[src/design/scip_pkg.sv]
// Shared constants, types and helpers for the serial interrupt prioritizer
package scip_pkg;
    // Source indices
    localparam logic [1:0] SRC_MODEM = 2'h0;
    localparam logic [1:0] SRC_TX = 2'h1;
    localparam logic [1:0] SRC_RX = 2'h2;
    // Acknowledge address codes towards the serial controller
    localparam logic [7:0] ACK_CODE_MODEM = 8'h01;
    localparam logic [7:0] ACK_CODE_TX = 8'h02;
    localparam logic [7:0] ACK_CODE_RX = 8'h03;
    // Auto-vector low nibbles
    localparam logic [3:0] AV_MODEM = 4'hb;
    localparam logic [3:0] AV_RX = 4'hc;
    localparam logic [3:0] AV_TX = 4'hd;
    // Transfer types and sizes
    localparam logic [1:0] TT_NORMAL = 2'h0;
    localparam logic [1:0] TT_LINE = 2'h1;
    localparam logic [1:0] TT_ACK = 2'h3;
    localparam logic [1:0] SIZ_LONG = 2'h0;
    localparam logic [1:0] SIZ_LINE = 2'h3;
    // Address decode
    localparam logic [19:0] CSR_PAGE = 20'hfff42;
    localparam logic [19:0] SC_PAGE = 20'hfff45;
    localparam logic [5:0] PACK_MODEM_OFS = 6'h23;
    localparam logic [5:0] PACK_TX_OFS = 6'h25;
    localparam logic [5:0] PACK_RX_OFS = 6'h27;
    // Reset values
    localparam logic [2:0] EPL_IDLE = 3'h7;
    localparam logic [2:0] LVL_NONE = 3'h0;

    typedef enum logic [1:0] {BUS_IDLE, BUS_FWD, BUS_ANSWER} scip_bus_st_e;
    typedef enum logic {SEQ_IDLE, SEQ_WAIT} scip_seq_st_e;

    // Level of one source out of the packed {rx, tx, modem} field
    function automatic logic [2:0] scip_lvl(input logic [8:0] lv, input logic [1:0] s);
        scip_lvl = lv[3*s +: 3];
    endfunction

    // Priority rank to source: ties go to transmit, then receive, then modem
    function automatic logic [1:0] scip_rank(input int k);
        case (k)
            0: scip_rank = SRC_MODEM;
            1: scip_rank = SRC_RX;
            default: scip_rank = SRC_TX;
        endcase
    endfunction
endpackage

[src/design/scip_ack_if.sv]
// Request and answer bundle between the bus sequencer and the acknowledge engine
`timescale 1ns/1ps
interface scip_ack_if;
    logic start;
    logic [7:0] code;
    logic done;
    logic [7:0] vec;
    modport req (output start, output code, input done, input vec);
    modport seq (input start, input code, output done, output vec);
endinterface

[src/design/scip_irq_prioritizer.sv]
// Serial controller interrupt routing, acknowledge handling and level prioritizer
`timescale 1ns/1ps
// Functional notes
// - No serial controller selection for four-byte or sixteen-byte transfer sizes.
// - Modem, transmit and receive sources each have their own level.
// - Family select set: pending source shown on level pins at its level.
// - Family select clear: interrupt output only when level exceeds mask.
// - Auto-vector: device returns vector, no cycle to serial controller.
// - Direct mode forwards acknowledge with code 01, 02 or 03.
// - Pseudo-ack read start runs an acknowledge with the matching code.
// - Returned vector appears on low byte and bits 23 to 16.
// - After the vector is placed, transfer acknowledge ends the read.
// - Seven-level scheme, switched by the family select bit.
// - Family select set: highest pending internal level drives level pins.
// - Family select clear: merge pin level with internal, compare to mask.
// - Interrupt rises when merged level climbs above the mask.
// - Interrupt rises when mask is written below the merged level.
// - Gate low blocks all interrupts and passes acknowledges through.
// - Auto-vector nibbles B, C, D; transmit highest, then receive, modem.
// - Clearing a source's auto-vector bit selects direct vector fetch.
module scip_irq_prioritizer (
    // Clock and reset
    input wire logic sys_clk_i,
    input wire logic rst_b_i,
    // Configuration
    input wire logic cpu_family_select_i,
    input wire logic master_interrupt_gate_i,
    input wire logic [2:0] mask_level_i,
    input wire logic [2:0] modem_level_i,
    input wire logic [2:0] tx_level_i,
    input wire logic [2:0] rx_level_i,
    input wire logic [2:0] auto_vector_select_i,
    input wire logic [3:0] vector_base_i,
    // Status
    output logic [2:0] sc_irq_flags_o,
    // Local bus
    input wire logic lb_ts_i,
    input wire logic [31:0] lb_addr_i,
    input wire logic lb_read_i,
    input wire logic [1:0] lb_siz_i,
    input wire logic [1:0] lb_tt_i,
    output logic lb_ta_b_o,
    output logic [31:0] lb_data_o,
    output logic lb_data_oe_o,
    output logic acknowledge_passthrough_b_o,
    // Serial controller
    input wire logic [2:0] sc_irq_i,
    input wire logic sc_done_b_i,
    input wire logic [7:0] sc_vec_i,
    output logic sc_sel_o,
    output logic [7:0] sc_addr_o,
    output logic sc_addr_oe_o,
    output logic sc_ack_b_o,
    // Encoded priority level pins and single interrupt
    input wire logic [2:0] encoded_priority_level_b_i,
    output logic [2:0] encoded_priority_level_b_o,
    output logic encoded_priority_level_oe_o,
    output logic int_o
);
    scip_ack_if ack ();
    scip_pkg::scip_bus_st_e st_q;
    logic [2:0] irq_m_q, irq_s_q, epl_m_q, epl_s_q;
    logic [8:0] levels;
    logic [2:0] int_lvl, merged_lvl;
    logic [1:0] top_src;
    logic tt_ok, in_sc, in_csr, size_ok, is_pack, is_ack, av_take;
    logic [1:0] hit_src;
    logic hit_ok;
    logic [7:0] pack_code;
    logic [3:0] av_nib;

    assign levels = {rx_level_i, tx_level_i, modem_level_i};

    // Pins from outside pass two flops before use
    always_ff @(posedge sys_clk_i)
    begin
        if (!rst_b_i)
        begin
            irq_m_q <= 3'h0;
            irq_s_q <= 3'h0;
            epl_m_q <= scip_pkg::EPL_IDLE;
            epl_s_q <= scip_pkg::EPL_IDLE;
        end
        else
        begin
            irq_m_q <= sc_irq_i;
            irq_s_q <= irq_m_q;
            epl_m_q <= encoded_priority_level_b_i;
            epl_s_q <= epl_m_q;
        end
    end

    scip_level_merge u_merge (
        .gate_i(master_interrupt_gate_i),
        .pend_i(irq_s_q),
        .levels_i(levels),
        .ext_lvl_i(~epl_s_q),
        .use_ext_i(!cpu_family_select_i),
        .int_lvl_o(int_lvl),
        .merged_lvl_o(merged_lvl),
        .top_src_o(top_src)
    );

    scip_ack_seq u_seq (
        .sys_clk_i(sys_clk_i),
        .rst_b_i(rst_b_i),
        .ack(ack.seq),
        .sc_done_b_i(sc_done_b_i),
        .sc_vec_i(sc_vec_i),
        .sc_addr_o(sc_addr_o),
        .sc_addr_oe_o(sc_addr_oe_o),
        .sc_ack_b_o(sc_ack_b_o)
    );

    // Level pins and interrupt output
    always_ff @(posedge sys_clk_i)
    begin
        if (!rst_b_i)
        begin
            encoded_priority_level_b_o <= scip_pkg::EPL_IDLE;
            encoded_priority_level_oe_o <= 1'b0;
            int_o <= 1'b0;
            sc_irq_flags_o <= 3'h0;
        end
        else
        begin
            sc_irq_flags_o <= irq_s_q;
            // Pins are driven only as outputs in family-select mode
            encoded_priority_level_oe_o <= cpu_family_select_i;
            encoded_priority_level_b_o <= ~int_lvl;
            // Level compare covers both a rising request and a lowered mask
            int_o <= !cpu_family_select_i && master_interrupt_gate_i
                && merged_lvl > mask_level_i;
        end
    end

    // Bus decode
    always_comb
    begin
        tt_ok = lb_tt_i == scip_pkg::TT_NORMAL || lb_tt_i == scip_pkg::TT_LINE;
        is_ack = lb_tt_i == scip_pkg::TT_ACK;
        in_sc = lb_addr_i[31:12] == scip_pkg::SC_PAGE;
        in_csr = lb_addr_i[31:12] == scip_pkg::CSR_PAGE;
        size_ok = lb_siz_i != scip_pkg::SIZ_LONG && lb_siz_i != scip_pkg::SIZ_LINE;
        pack_code = 8'h00;
        case (lb_addr_i[5:0])
            scip_pkg::PACK_MODEM_OFS: pack_code = scip_pkg::ACK_CODE_MODEM;
            scip_pkg::PACK_TX_OFS: pack_code = scip_pkg::ACK_CODE_TX;
            scip_pkg::PACK_RX_OFS: pack_code = scip_pkg::ACK_CODE_RX;
            default: pack_code = 8'h00;
        endcase
        is_pack = tt_ok && in_csr && lb_read_i && pack_code != 8'h00;
        // Pending source at the acknowledged level, same tie order as the merge
        hit_ok = 1'b0;
        hit_src = scip_pkg::SRC_MODEM;
        for (int k = 0; k < 3; k++)
        begin
            if (irq_s_q[scip_pkg::scip_rank(k)]
                && scip_pkg::scip_lvl(levels, scip_pkg::scip_rank(k)) == lb_addr_i[3:1]
                && lb_addr_i[3:1] != scip_pkg::LVL_NONE)
            begin
                hit_ok = 1'b1;
                hit_src = scip_pkg::scip_rank(k);
            end
        end
        case (hit_src)
            scip_pkg::SRC_TX: av_nib = scip_pkg::AV_TX;
            scip_pkg::SRC_RX: av_nib = scip_pkg::AV_RX;
            default: av_nib = scip_pkg::AV_MODEM;
        endcase
        av_take = st_q == scip_pkg::BUS_IDLE && lb_ts_i && is_ack
            && master_interrupt_gate_i && hit_ok && auto_vector_select_i[hit_src];
    end

    // Bus sequencing
    always_ff @(posedge sys_clk_i)
    begin
        if (!rst_b_i)
        begin
            st_q <= scip_pkg::BUS_IDLE;
            lb_ta_b_o <= 1'b1;
            lb_data_o <= 32'h0000_0000;
            lb_data_oe_o <= 1'b0;
            acknowledge_passthrough_b_o <= 1'b1;
            sc_sel_o <= 1'b0;
            ack.start <= 1'b0;
            ack.code <= 8'h00;
        end
        else
        begin
            lb_ta_b_o <= 1'b1;
            acknowledge_passthrough_b_o <= 1'b1;
            sc_sel_o <= 1'b0;
            ack.start <= 1'b0;
            case (st_q)
                scip_pkg::BUS_IDLE:
                begin
                    lb_data_oe_o <= 1'b0;
                    if (lb_ts_i)
                    begin
                        if (is_ack)
                        begin
                            if (!master_interrupt_gate_i || !hit_ok)
                            begin
                                acknowledge_passthrough_b_o <= 1'b0;
                            end
                            else if (auto_vector_select_i[hit_src])
                            begin
                                lb_data_o <= {24'h000000, vector_base_i, av_nib};
                                lb_data_oe_o <= 1'b1;
                                st_q <= scip_pkg::BUS_ANSWER;
                            end
                            else
                            begin
                                // Direct mode lets the controller clear its own request
                                ack.start <= 1'b1;
                                ack.code <= 8'(hit_src) + 8'h01;
                                st_q <= scip_pkg::BUS_FWD;
                            end
                        end
                        else if (is_pack)
                        begin
                            ack.start <= 1'b1;
                            ack.code <= pack_code;
                            st_q <= scip_pkg::BUS_FWD;
                        end
                        else if (tt_ok && in_sc && size_ok)
                        begin
                            sc_sel_o <= 1'b1;
                        end
                    end
                end
                scip_pkg::BUS_FWD:
                begin
                    if (ack.done)
                    begin
                        lb_data_o <= {8'h00, ack.vec, 8'h00, ack.vec};
                        lb_data_oe_o <= 1'b1;
                        st_q <= scip_pkg::BUS_ANSWER;
                    end
                end
                scip_pkg::BUS_ANSWER:
                begin
                    lb_ta_b_o <= 1'b0;
                    st_q <= scip_pkg::BUS_IDLE;
                end
                default: st_q <= scip_pkg::BUS_IDLE;
            endcase
        end
    end

    a_size_no_select: assert property (@(posedge sys_clk_i) disable iff (!rst_b_i)
        (st_q == scip_pkg::BUS_IDLE && lb_ts_i && in_sc && !size_ok) |=> !sc_sel_o)
        else $error("serial region selected with unsupported size");
    a_tt_select_only: assert property (@(posedge sys_clk_i) disable iff (!rst_b_i)
        sc_sel_o |-> $past(tt_ok) && $past(lb_ts_i))
        else $error("selection with wrong transfer type");
    a_level_pins_out: assert property (@(posedge sys_clk_i) disable iff (!rst_b_i)
        ($past(rst_b_i) && cpu_family_select_i && $past(cpu_family_select_i)) |->
        (encoded_priority_level_oe_o && encoded_priority_level_b_o == ~$past(int_lvl)))
        else $error("level pins do not carry highest internal level");
    a_int_over_mask: assert property (@(posedge sys_clk_i) disable iff (!rst_b_i)
        int_o |-> ($past(merged_lvl) > $past(mask_level_i) && !$past(cpu_family_select_i)
        && $past(master_interrupt_gate_i)))
        else $error("interrupt without level above mask");
    a_mask_lowered_int: assert property (@(posedge sys_clk_i) disable iff (!rst_b_i)
        (!cpu_family_select_i && master_interrupt_gate_i && merged_lvl > mask_level_i)
        |=> int_o)
        else $error("interrupt not raised for level above mask");
    a_gate_blocks_all: assert property (@(posedge sys_clk_i) disable iff (!rst_b_i)
        !master_interrupt_gate_i |=> (!int_o && encoded_priority_level_b_o == 3'h7))
        else $error("interrupt leaked with gate low");
    a_auto_no_forward: assert property (@(posedge sys_clk_i) disable iff (!rst_b_i)
        av_take |=> (!ack.start && lb_data_o[3:0] == $past(av_nib)) ##1 !lb_ta_b_o)
        else $error("auto-vector answer wrong or forwarded");
    a_vector_lanes: assert property (@(posedge sys_clk_i) disable iff (!rst_b_i)
        (st_q == scip_pkg::BUS_FWD && ack.done) |=>
        (lb_data_o[7:0] == $past(ack.vec) && lb_data_o[23:16] == $past(ack.vec)))
        else $error("vector not on both byte lanes");
    a_ta_after_vector: assert property (@(posedge sys_clk_i) disable iff (!rst_b_i)
        (st_q == scip_pkg::BUS_ANSWER) |=> (!lb_ta_b_o && lb_data_oe_o))
        else $error("transfer acknowledge missing after vector");
    // Ties fall to transmit, as the acknowledge decode assumes the same order
    a_tx_top_rank: assert property (@(posedge sys_clk_i) disable iff (!rst_b_i)
        (master_interrupt_gate_i && irq_s_q[scip_pkg::SRC_TX]
        && tx_level_i != scip_pkg::LVL_NONE
        && tx_level_i >= rx_level_i && tx_level_i >= modem_level_i)
        |-> (top_src == scip_pkg::SRC_TX && int_lvl == tx_level_i))
        else $error("transmit request not ranked highest");
    a_pack_code_fwd: assert property (@(posedge sys_clk_i) disable iff (!rst_b_i)
        (st_q == scip_pkg::BUS_IDLE && lb_ts_i && is_pack) |=>
        (ack.start && ack.code == $past(pack_code) && st_q == scip_pkg::BUS_FWD))
        else $error("pseudo acknowledge read not forwarded");
    a_gate_passes_ack: assert property (@(posedge sys_clk_i) disable iff (!rst_b_i)
        (st_q == scip_pkg::BUS_IDLE && lb_ts_i && is_ack && !master_interrupt_gate_i) |=>
        (!acknowledge_passthrough_b_o && !ack.start && lb_data_oe_o == 1'b0))
        else $error("acknowledge not passed on with gate low");
    a_pins_as_inputs: assert property (@(posedge sys_clk_i) disable iff (!rst_b_i)
        !cpu_family_select_i |=> !encoded_priority_level_oe_o)
        else $error("level pins driven with family select clear");
    a_size_ok_select: assert property (@(posedge sys_clk_i) disable iff (!rst_b_i)
        (st_q == scip_pkg::BUS_IDLE && lb_ts_i && tt_ok && in_sc && size_ok) |=> sc_sel_o)
        else $error("serial region not selected for supported access");
endmodule // scip_irq_prioritizer

[src/design/scip_level_merge.sv]
// Internal level selection and merge with the incoming external level
`timescale 1ns/1ps
module scip_level_merge (
    // Sources
    input wire logic gate_i,
    input wire logic [2:0] pend_i,
    input wire logic [8:0] levels_i,
    // External level, already decoded to a number
    input wire logic [2:0] ext_lvl_i,
    input wire logic use_ext_i,
    // Results
    output logic [2:0] int_lvl_o,
    output logic [2:0] merged_lvl_o,
    output logic [1:0] top_src_o
);
    logic [1:0] s;
    logic [2:0] l;

    always_comb
    begin
        s = scip_pkg::SRC_MODEM;
        l = scip_pkg::LVL_NONE;
        int_lvl_o = scip_pkg::LVL_NONE;
        top_src_o = scip_pkg::SRC_MODEM;
        // Later ranks win ties, so transmit outranks receive outranks modem
        for (int k = 0; k < 3; k++)
        begin
            s = scip_pkg::scip_rank(k);
            l = scip_pkg::scip_lvl(levels_i, s);
            if (gate_i && pend_i[s] && l != scip_pkg::LVL_NONE && l >= int_lvl_o)
            begin
                int_lvl_o = l;
                top_src_o = s;
            end
        end
        merged_lvl_o = int_lvl_o;
        if (use_ext_i && ext_lvl_i > int_lvl_o)
        begin
            merged_lvl_o = ext_lvl_i;
        end
    end
endmodule // scip_level_merge

[src/design/scip_ack_seq.sv]
// Acknowledge cycle engine towards the serial controller
`timescale 1ns/1ps
module scip_ack_seq (
    // Clock and reset
    input wire logic sys_clk_i,
    input wire logic rst_b_i,
    // Request side
    scip_ack_if.seq ack,
    // Serial controller pins
    input wire logic sc_done_b_i,
    input wire logic [7:0] sc_vec_i,
    output logic [7:0] sc_addr_o,
    output logic sc_addr_oe_o,
    output logic sc_ack_b_o
);
    scip_pkg::scip_seq_st_e st_q;
    logic done_m_q, done_s_q;
    logic [7:0] vec_m_q, vec_s_q;

    // Pin inputs pass two flops
    always_ff @(posedge sys_clk_i)
    begin
        if (!rst_b_i)
        begin
            done_m_q <= 1'b1;
            done_s_q <= 1'b1;
            vec_m_q <= 8'h00;
            vec_s_q <= 8'h00;
        end
        else
        begin
            done_m_q <= sc_done_b_i;
            done_s_q <= done_m_q;
            vec_m_q <= sc_vec_i;
            vec_s_q <= vec_m_q;
        end
    end

    always_ff @(posedge sys_clk_i)
    begin
        if (!rst_b_i)
        begin
            st_q <= scip_pkg::SEQ_IDLE;
            sc_addr_o <= 8'h00;
            sc_addr_oe_o <= 1'b0;
            sc_ack_b_o <= 1'b1;
            ack.done <= 1'b0;
            ack.vec <= 8'h00;
        end
        else
        begin
            ack.done <= 1'b0;
            case (st_q)
                scip_pkg::SEQ_IDLE:
                begin
                    if (ack.start)
                    begin
                        sc_addr_o <= ack.code;
                        sc_addr_oe_o <= 1'b1;
                        sc_ack_b_o <= 1'b0;
                        st_q <= scip_pkg::SEQ_WAIT;
                    end
                end
                scip_pkg::SEQ_WAIT:
                begin
                    // Vector is stable once the controller signals done
                    if (!done_s_q)
                    begin
                        ack.vec <= vec_s_q;
                        ack.done <= 1'b1;
                        sc_addr_oe_o <= 1'b0;
                        sc_ack_b_o <= 1'b1;
                        st_q <= scip_pkg::SEQ_IDLE;
                    end
                end
                default: st_q <= scip_pkg::SEQ_IDLE;
            endcase
        end
    end

    a_fwd_code_drive: assert property (@(posedge sys_clk_i) disable iff (!rst_b_i)
        (st_q == scip_pkg::SEQ_IDLE && ack.start) |=>
        (sc_addr_o == $past(ack.code) && !sc_ack_b_o && sc_addr_oe_o))
        else $error("acknowledge code not driven to serial controller");
endmodule // scip_ack_seq

[config.mk]
export PLATFORM = sky130hd
export DESIGN_NAME = scip_irq_prioritizer
export DESIGN_NICKNAME = d
export VERILOG_FILES = /design/src/design/scip_pkg.sv /design/src/design/scip_ack_if.sv /design/src/design/scip_irq_prioritizer.sv /design/src/design/scip_level_merge.sv /design/src/design/scip_ack_seq.sv
export SDC_FILE = /design/constraint.sdc
export NUM_CORES = 1
export LEC_CHECK = 0
export BUFFER_PORTS_ARGS = -buffer_cell sky130_fd_sc_hd__buf_4
export CORE_ASPECT_RATIO = 0.8
export CORE_UTILIZATION = 49
export CTS_CLUSTER_SIZE = 14
export DETAILED_ROUTE_END_ITERATION = 10
export PLACE_DENSITY = 0.76
export SYNTH_ARGS = -nofsm -noshare
export SYNTH_HDL_FRONTEND = slang
export SYNTH_SLANG_ARGS = --single-unit
[constraint.sdc]
create_clock -name sys_clk_i -period 5.9 [get_ports sys_clk_i]
set_clock_uncertainty 0.05 [all_clocks]
set_input_delay 0.295 -clock sys_clk_i [delete_from_list [all_inputs] [get_ports sys_clk_i]]
set_output_delay 0.295 -clock sys_clk_i [all_outputs]
set_load 0.05 [all_outputs]
Word level (Yosys, flattened, before mapping)
Cells that the tools add are included.

Register bits after elaboration: 105. Input port bits: 76. Output and inout bits: 54. Word-level logic and storage cells: 169.

Add/subtract/negate cells: 1. $lt $le $gt $ge: 6. Equality and inequality tests: 26. Multiplexer cells: 53. Bitwise operators: 7. Reductions and logical operators: 50.

Operator list (count): two-way mux 32 bit (5); one-hot mux 32 bit (2 select lines) (1); == test 20 bit, second input constant (2); two-way mux 8 bit (4); logical AND 1 bit (24); two-way mux 1 bit (23); == test 6 bit, second input constant (3); two-way mux 2 bit (8); inequality test 2 bit, second input constant (8); two-way mux 3 bit (4); nonzero test 3 bit (4); AND reduction 2 bit (5); == test 3 bit (3); one-hot mux 1 bit (2 select lines) (4); AND reduction 4 bit (2); nonzero test 8 bit (1); == test 2 x 1 -> 1 bit, second input constant (3); == test 2 bit, second input constant (3); >= comparator 3 bit (2); > comparator 3 bit (2); inequality test 3 bit, second input constant (2); NOT 3 bit (2); one-hot mux 2 bit (3 select lines) (1); one-hot mux 3 bit (2 select lines) (1); 15 further kinds (26).

Depth between registers and ports, before layout
Gate-level depths: netlist of run 1.

Depth after elaboration: 15. Gate-level depth with buffers: 25. Mapped depth without buffers: 24.

Cells and area by module
A second synthesis of run 1 with hierarchy kept.

Cells, all modules: 462. Area total of the unflattened synthesis: 4115.2 µm².

Modules (own cells, without submodules): scip_irq_prioritizer (instances 1, cells an instance 277, area each 2364.8 µm², seq. area each 920.9 µm²); scip_ack_seq (instances 1, cells an instance 122, area each 1278.7 µm², seq. area each 760.7 µm²); scip_level_merge (instances 1, cells an instance 63, area each 471.7 µm², seq. area each 0.0 µm²).

Least setup slack after synthesis of run 1
OpenSTA, ideal clock, no wires.

Path type: input to register. From: input master_interrupt_gate_i. To: register int_o. Library setup time: 0.092 ns. Data arrival time: 4.491 ns. Required time: 5.758 ns. Path slack: 1.267 ns. Stages on the path: 23. Buffers on the path: 1. Cell sequence: buf_4 -> and3_1 -> ha_1 -> nand2b_1 -> a21o_1 -> a21oi_1 -> nor2_1 -> mux2_2 -> ha_1 -> nand2b_1 -> a21o_1 -> a21oi_1 -> nor2_1 -> mux2_2 -> ha_1 -> inv_1 -> a21o_1 -> a21oi_1 -> a311oi_1 -> mux2i_1 -> ha_1 -> and3_1 -> nor4_1.

Word-level cells in the longest chain between the ends: 15. Elaborated cells between the ends (all ways): 20. Those cells by class: order compare (4); mux (4); reduce/logical (12).

RTL lines: from (decl) (RTL line scip_irq_prioritizer.sv:27) `input wire logic master_interrupt_gate_i,`; logical AND 1 bit (3 in series) (RTL line scip_level_merge.sv:30) `if (gate_i && pend_i[s] && l != scip_pkg::LVL_NONE && l >= int_lvl_o)`; two-way mux 3 bit (RTL line scip_level_merge.sv:30); >= comparator 3 bit (RTL line scip_level_merge.sv:30); logical AND 1 bit (RTL line scip_level_merge.sv:30); two-way mux 3 bit (RTL line scip_level_merge.sv:30); >= comparator 3 bit (RTL line scip_level_merge.sv:30); logical AND 1 bit (RTL line scip_level_merge.sv:30); two-way mux 3 bit (RTL line scip_level_merge.sv:30); > comparator 3 bit (RTL line scip_level_merge.sv:37) `if (use_ext_i && ext_lvl_i > int_lvl_o)`; logical AND 1 bit (RTL line scip_level_merge.sv:37); two-way mux 3 bit (RTL line scip_level_merge.sv:37); > comparator 3 bit (RTL line scip_irq_prioritizer.sv:133) `&& merged_lvl > mask_level_i;`; logical AND 1 bit (*) (RTL line scip_irq_prioritizer.sv:133); to (signal assigned) (RTL line scip_irq_prioritizer.sv:132) `int_o <= !cpu_family_select_i && master_interrupt_gate_i`; to (decl) (RTL line scip_irq_prioritizer.sv:58) `output logic int_o`.

Every way passes the cells marked *; elsewhere a longest branch is shown, timed or not. A chain may end at the register's enable or synchronous reset.

Worst setup path after layout of run 1
From: register irq_s_q[0]. To: register int_o.

Word-level cells in the longest chain between the ends: 15.

RTL lines: from (decl) (RTL line scip_irq_prioritizer.sv:62) `logic [2:0] irq_m_q, irq_s_q, epl_m_q, epl_s_q;`; from (signal assigned) (RTL line scip_irq_prioritizer.sv:87) `irq_s_q <= irq_m_q;`; logical AND 1 bit (*) (3 in series) (RTL line scip_level_merge.sv:30); two-way mux 3 bit (*) (RTL line scip_level_merge.sv:30); >= comparator 3 bit (RTL line scip_level_merge.sv:30); logical AND 1 bit (RTL line scip_level_merge.sv:30); two-way mux 3 bit (*) (RTL line scip_level_merge.sv:30); >= comparator 3 bit (RTL line scip_level_merge.sv:30); logical AND 1 bit (RTL line scip_level_merge.sv:30); two-way mux 3 bit (*) (RTL line scip_level_merge.sv:30); > comparator 3 bit (RTL line scip_level_merge.sv:37); logical AND 1 bit (RTL line scip_level_merge.sv:37); two-way mux 3 bit (*) (RTL line scip_level_merge.sv:37); > comparator 3 bit (*) (RTL line scip_irq_prioritizer.sv:133); logical AND 1 bit (*) (RTL line scip_irq_prioritizer.sv:133).

Marks and branches as above.

==> reports/qor.yml, run 1 <==
cp-start-kind: "flip-flop"
synth_top_area_share_pct: 44.3
wire_per_inst_microns: 12.4
seq_area_frac_synth_pct: 44.3
cts_setup_buffers: 0
ys_async_sr_fraction_pct: 0
clk_latency_ns: 0.34
hold_path.class: "in2reg"
drive_gt1_share_pct: 26.3
hold_buffers: 0
fillCellCount: 598
crit_family: "simple AND/OR/NAND/NOR gates"
coreArea_sq_mm: 0.00696
synth_area_leaders: "dfxtp_1 44%, mux2i_1 7.8%, nand2_1 6.1%, buf_4 4.8%, and2_1 4.6%"
drtAntennaViolNets: 0
die_y_microns: 78.4
pre_cts_slack_ns: 0.814
area_delta_synth_final_pct: 23.9
firstDrtPassIters: 4
synth.cell_area_sq_mm: 0.00357
placed_area_sq_mm: 0.00422
clk_path_buf_depth: 2
grt_max_degree: 65
dp_hpwl_microns: 5320
die-area_sq_mm: 0.00764
vias: 2792
yosys_warnings: 0
clockRootBuffer: "clkbuf_8"
fin_setup_tns_ns: 0
setup_viol: 0
port_buffers: 102
die_w_microns: 97.5
n_antenna_cell: 0
grt_pass1_wl_microns: 11800
htree_levels: 3
path_cells: "and3_1 -> ha_1 -> nand2b_1 -> a21o_1 -> a21oi_1 -> nor2_1 -> mux2_2 -> ha_1 -> nand2b_1 -> a21o_1 -> a21oi_1 -> nor2_1 -> mux2_2 -> ha_1 -> inv_1 -> a21o_1 -> a21oi_1 -> a311oi_1 -> mux2i_1 -> ha_1 -> and3_1 -> nor4_1"
hold-worst-slack_ns: 0.0775
postLayoutCellArea_sq_mm: 0.00443
start_util_pct: 51.3
end_kind: "flip-flop"
cp.required_ns: 6.10
cp_slowest_cell: "a311oi_1"
fp-row-count: 27
nets: 570
crit_top_cell: "ha_1"
max_cap_violations: 0
clk_pin_slew_ns: 0.09
synth_flop_cell: "dfxtp_1"
routed_wl_microns: 7090
syn_inst: 391
finalCriticalPeriod_ns: 5.03
slew_headroom_pct: 34.2
max_stage_delay_ns: 0.55
p_leak_nw: 2.08
syn_avg_cell_area_sq_um: 9.14
timing.final.crit_share_pct: 85.2
setup_ws_ns: 0.873
synthDistinctLibCells: 51
route.detailed.drc: 0
grt_usage_pct: 18.9
first_iter_violations: 83
status: "finished, final reports clean"
grt_overflow_total: 0
grt_pass1_vias: 2525
max_freq_ghz: 0.199
clock_sinks: 79
slew_violations: 0
cp.buffers_inverters: 1
hold_violations: 0
tightest_slew_ns: 0.986
cts_buffers: 9
worstSetupPathType: "reg2reg"
peakVddDrop_mv: 0.196
yosysTopAreaCell: "dfxtp_1"
power_mw: 1.09
synth_enable_flop_cells: 0
rsz0062_at_grt: "false"
antenna_found_initial: 0
ctsResizeCount: 0
ys_seq_elements: 79
vias_per_cell: 4.86
cts_tree: "yes"
critPathMaxFanout: 5
power_density_mw_per_mm2: 247
pin_count: 130
gp_congestion: 0.788
worstPathArrival_ns: 5.23
worst reg2reg max path: cells and delay by family (launching register included):
kind / cells / cell delay (ns)
AO/OA/AOI/OAI: 7 / 1.06
flip-flops: 1 / 0.36
AND/OR/NAND/NOR: 7 / 1.36
buffers and inverters: 1 / 0.05
multiplexers: 3 / 1.08
adder cells (fa/ha/maj): 4 / 0.99
worst paths after layout:
check                           slack (ns)  cells after the start                     startpoint          to
worst max-delay path                  0.87                     22                     irq_s_q[0]       int_o
worst min-delay path                  0.08                      2  encoded_priority_level_b_i[2]  epl_m_q[2]
worst min register to register        0.37                      1                     epl_m_q[2]  epl_s_q[2]
worst max register to register        0.87                     22                     irq_s_q[0]       int_o
layout make-up:
class | count | area, sq um | share of cell area [%]
multi-input combinational | 275 | 1710 | 38.6
tap | 87 | 109 | 2.46
clock buffer | 9 | 124 | 2.80
clock inverter | 7 | 83.8 | 1.89
inverter | 15 | 56.3 | 1.27
sequential | 79 | 1580 | 35.7
timing repair buffer | 102 | 766 | 17.3
synthesized netlist by cell type, types with 5 or more instances:
master and n:
nand2_1 58, or3_1 5, xnor2_1 7, mux2i_1 28, dfxtp_1 79, buf_4 23, ha_1 12, o21ai_0 9
inv_1 15, clkbuf_1 12, a21oi_1 18, and2_1 26, nor2_1 25, nand2b_1 13, nand3_1 5, buf_6 5
power breakdown:
group | internal, mW | total (mW) | switching, mW
logic | 0.0554 | 0.132 | 0.0764
registers | 0.544 | 0.547 | 0.00344
clock network | 0.204 | 0.414 | 0.210
per-layer routing:
metal	wire length, microns	global-route usage, %	part of all wire (%)
met1	3400	25.1	48
met2	3290	30.6	46
met3	328	4.27	4.6
met4	67	6.03	0.94
met5	0	0	0
state kept, by name, indices dropped and copies added (netlist names), 2 cells and up:
| name | flops |
|---|---|
| lb_data_o | 16 |
| u_seq.ack.vec | 8 |
| u_seq.vec_m_q | 8 |
| u_seq.vec_s_q | 8 |
| ack.code | 3 |
| encoded_priority_level_b_o | 3 |
| epl_m_q | 3 |
| epl_s_q | 3 |
| irq_m_q | 3 |
| irq_s_q | 3 |
| sc_irq_flags_o | 3 |
| u_seq.sc_addr_o | 3 |
| st_q | 2 |
per-stage QoR:
step,util (%),std cells
4_1_cts,63.6,574
6_report,63.6,574
5_1_grt,63.6,574
2_1_floorplan,-,411
3_5_place_dp,60.6,558
3_3_place_gp,60.6,558
cell usage in the layout (no fill, tap or decap), types with 5 or more instances in the layout:
| cell | instances |
|---|---|
| clkbuf_8 | 9 |
| nand2_1 | 58 |
| inv_1 | 15 |
| conb_1 | 21 |
| dfxtp_1 | 79 |
| xnor2_1 | 7 |
| nand3_1 | 5 |
| or3_1 | 5 |
| ha_1 | 12 |
| o21ai_0 | 9 |
| a21oi_1 | 18 |
| mux2i_1 | 28 |
| and2_1 | 26 |
| nor2_1 | 25 |
| buf_4 | 102 |
| nand2b_1 | 13 |
kinds of logic after synthesis:
kind of cell,count (synthesis),synth area share (%)
other,1,0.105
muxes,30,8.47
xor gates and xnor gates,8,1.96
AOI/OAI and AO/OA,46,8.58
and+or+nand+nor,158,22.3
adders and majority gates,12,4.20
buffers and inverters,57,10.1
DFF,79,44.3
Note: power is estimated with default switching activity, not from simulation.
==> run 2, diff against run 1 <==
--- a/config.mk
+++ b/config.mk
@@ -10,6 +10,7 @@
 export CORE_UTILIZATION = 49
 export CTS_CLUSTER_SIZE = 14
 export DETAILED_ROUTE_END_ITERATION = 10
+export MAX_ROUTING_LAYER = met4
 export PLACE_DENSITY = 0.76
 export SYNTH_ARGS = -nofsm -noshare
 export SYNTH_HDL_FRONTEND = slang
==> run 2 against run 1 <==
  * Via count is 0.79% higher
  * Combinational power about the same
  * Power is essentially flat
  * Final area did not move
  * Flip-flop and latch count unchanged
  * Hold slack about the same
  * Global-route usage is 0.64 points higher
  * Sequential share of layout area did not move
  * Largest power group unchanged
==> reports/qor.yml, run 2 (same netlist as run 1, synthesis figures left out) <==
worstPathArrival_ns: 5.25  # +0.02 ns
clk_pin_slew_ns: 0.09  # about the same
grt_pass1_wl_microns: 11800  # +0.18%
die_w_microns: 97.5  # unchanged
cp-start-kind: "flip-flop"
rsz0062_at_grt: "false"
coreArea_sq_mm: 0.00696  # unchanged
fin_setup_tns_ns: 0  # unchanged
dp_hpwl_microns: 5320  # unchanged
slew_headroom_pct: 34.0  # -0.18 points
max_stage_delay_ns: 0.55  # about the same
critPathMaxFanout: 5  # unchanged
tightest_slew_ns: 0.988  # +0.00271 ns
p_leak_nw: 2.08  # unchanged
htree_levels: 3  # unchanged
fp-row-count: 27  # unchanged
vias: 2814  # +0.79%
grt_overflow_total: 0  # unchanged
clock_sinks: 79  # unchanged
setup_viol: 0  # unchanged
status: "finished, final reports clean"
first_iter_violations: 82  # -1.2%
cp_slowest_cell: "a311oi_1"
finalCriticalPeriod_ns: 5.05  # +0.0234 ns
cp.required_ns: 6.10  # about the same
cts_buffers: 9  # unchanged
slew_violations: 0  # unchanged
nets: 570  # unchanged
route.detailed.drc: 0  # unchanged
die-area_sq_mm: 0.00764  # unchanged
postLayoutCellArea_sq_mm: 0.00443  # unchanged
gp_congestion: 0.799  # +1.4%
port_buffers: 102  # unchanged
vias_per_cell: 4.90  # +0.79%
n_antenna_cell: 0  # unchanged
cts_setup_buffers: 0  # unchanged
clk_path_buf_depth: 2  # unchanged
clk_latency_ns: 0.34  # about the same
timing.final.crit_share_pct: 85.6  # +0.40 points
die_y_microns: 78.4  # unchanged
peakVddDrop_mv: 0.197  # +0.37%
power_density_mw_per_mm2: 247  # about the same
clkPwrFrac_pct: 37.9  # about the same
pin_count: 130  # unchanged
grt_max_degree: 65  # unchanged
start_util_pct: 51.3  # unchanged
grt_pass1_vias: 2531  # +0.24%
top_layer_used: "met4"
met1_length_microns: 3350  # -1.6%
firstDrtPassIters: 4  # unchanged
final_common_cell: "buf_4"
final_cell_mix: "102 x buf_4, 79 x dfxtp_1, 58 x nand2_1"
largest_reg_flops: 16  # unchanged
clockRootBuffer: "clkbuf_8"
wl_met3_microns: 389  # +19%
seq_power_share_pct: 50.0  # about the same
p_switching_uw: 290  # +0.25%
cts_tree: "yes"
routed_wl_microns: 7110  # +0.18%
hold-worst-slack_ns: 0.0772  # -0.000349 ns
path_cells: "and3_1 -> ha_1 -> nand2b_1 -> a21o_1 -> a21oi_1 -> nor2_1 -> mux2_2 -> ha_1 -> nand2b_1 -> a21o_1 -> a21oi_1 -> nor2_1 -> mux2_2 -> ha_1 -> inv_1 -> a21o_1 -> a21oi_1 -> a311oi_1 -> mux2i_1 -> ha_1 -> and3_1 -> nor4_1"
hold_buffers: 0  # unchanged
antenna_found_initial: 0  # unchanged
pwr-share-comb_pct: 12.1  # about the same
drtAntennaViolNets: 0  # unchanged
max_freq_ghz: 0.198  # -0.46%
wire_per_inst_microns: 12.4  # +0.18%
crit_top_cell: "ha_1"
grt_usage_pct: 19.5  # +0.64 points
hold_path.class: "in2reg"
top_register: "lb_data_o"
hold_violations: 0  # unchanged
worstSetupPathType: "reg2reg"
area_delta_synth_final_pct: 23.9  # unchanged
end_kind: "flip-flop"
placed_area_sq_mm: 0.00422  # unchanged
max_cap_violations: 0  # unchanged
switching_share_pct: 26.5  # +0.049 points
internal-power_uw: 804  # about the same
ctsResizeCount: 0  # unchanged
met2_length_microns: 3300  # +0.36%
drive_gt1_share_pct: 26.3  # unchanged
[run 2: cell counts in the layout (fill, tap and decap cells not counted)]
Identical to the previous run, type by type.
[run 2: final cells by class]
class | instances | area [sq um]
clock buffer | 9 | 124
clock inverter | 7 | 83.8
fill | 598 | 2530
inverter | 15 | 56.3
multi-input combinational | 275 | 1710
sequential | 79 | 1580
tap | 87 | 109
timing repair buffer | 102 | 766
[run 2: power by group through the flow]
stage	combinational, mW	clock [mW]	sequential, mW
global route	0.143	0.453	0.549
detailed placement	0.132	0	0.560
floorplan	0.0890	0	0.565
finish	0.132	0.415	0.547
global placement	0.128	0	0.560
CTS	0.132	0.429	0.548
[run 2: worst paths after layout]
kind,slack (ns),startpoint,endpoint,cells after the start
worst max-delay path,0.85,irq_s_q[0],int_o,22
worst max register to register,0.85,irq_s_q[0],int_o,22
worst min-delay path,0.08,encoded_priority_level_b_i[2],epl_m_q[2],2
worst min register to register,0.37,epl_m_q[2],epl_s_q[2],1
[run 2: through the flow]
stage / std cells / util [%] / power (mW) / worst slack, ns
after global routing: 574 / 63.6 / 1.15 / 0.595
after floorplan: 411 / - / 0.654 / 1.27
after CTS: 574 / 63.6 / 1.11 / 0.867
after global placement: 558 / 60.6 / 0.688 / 1.06
after detailed placement: 558 / 60.6 / 0.692 / 0.814
final: 574 / 63.6 / 1.09 / 0.849
[run 2: critical path: cells and delay by family, from the launching register on]
family	cells	cell delay [ns]
AND/OR/NAND/NOR	7	1.38
multiplexers	3	1.07
AO/OA/AOI/OAI	7	1.05
adder cells (fa/ha/maj)	4	0.99
flip-flops	1	0.36
buffers and inverters	1	0.05
[run 2: per-layer routing]
layer	global-route usage, %	vias to the layer above
li1	-	1437
met1	25.3	1285
met2	30.5	85
met3	4.54	7
met4	6.03	0
met5	-	-
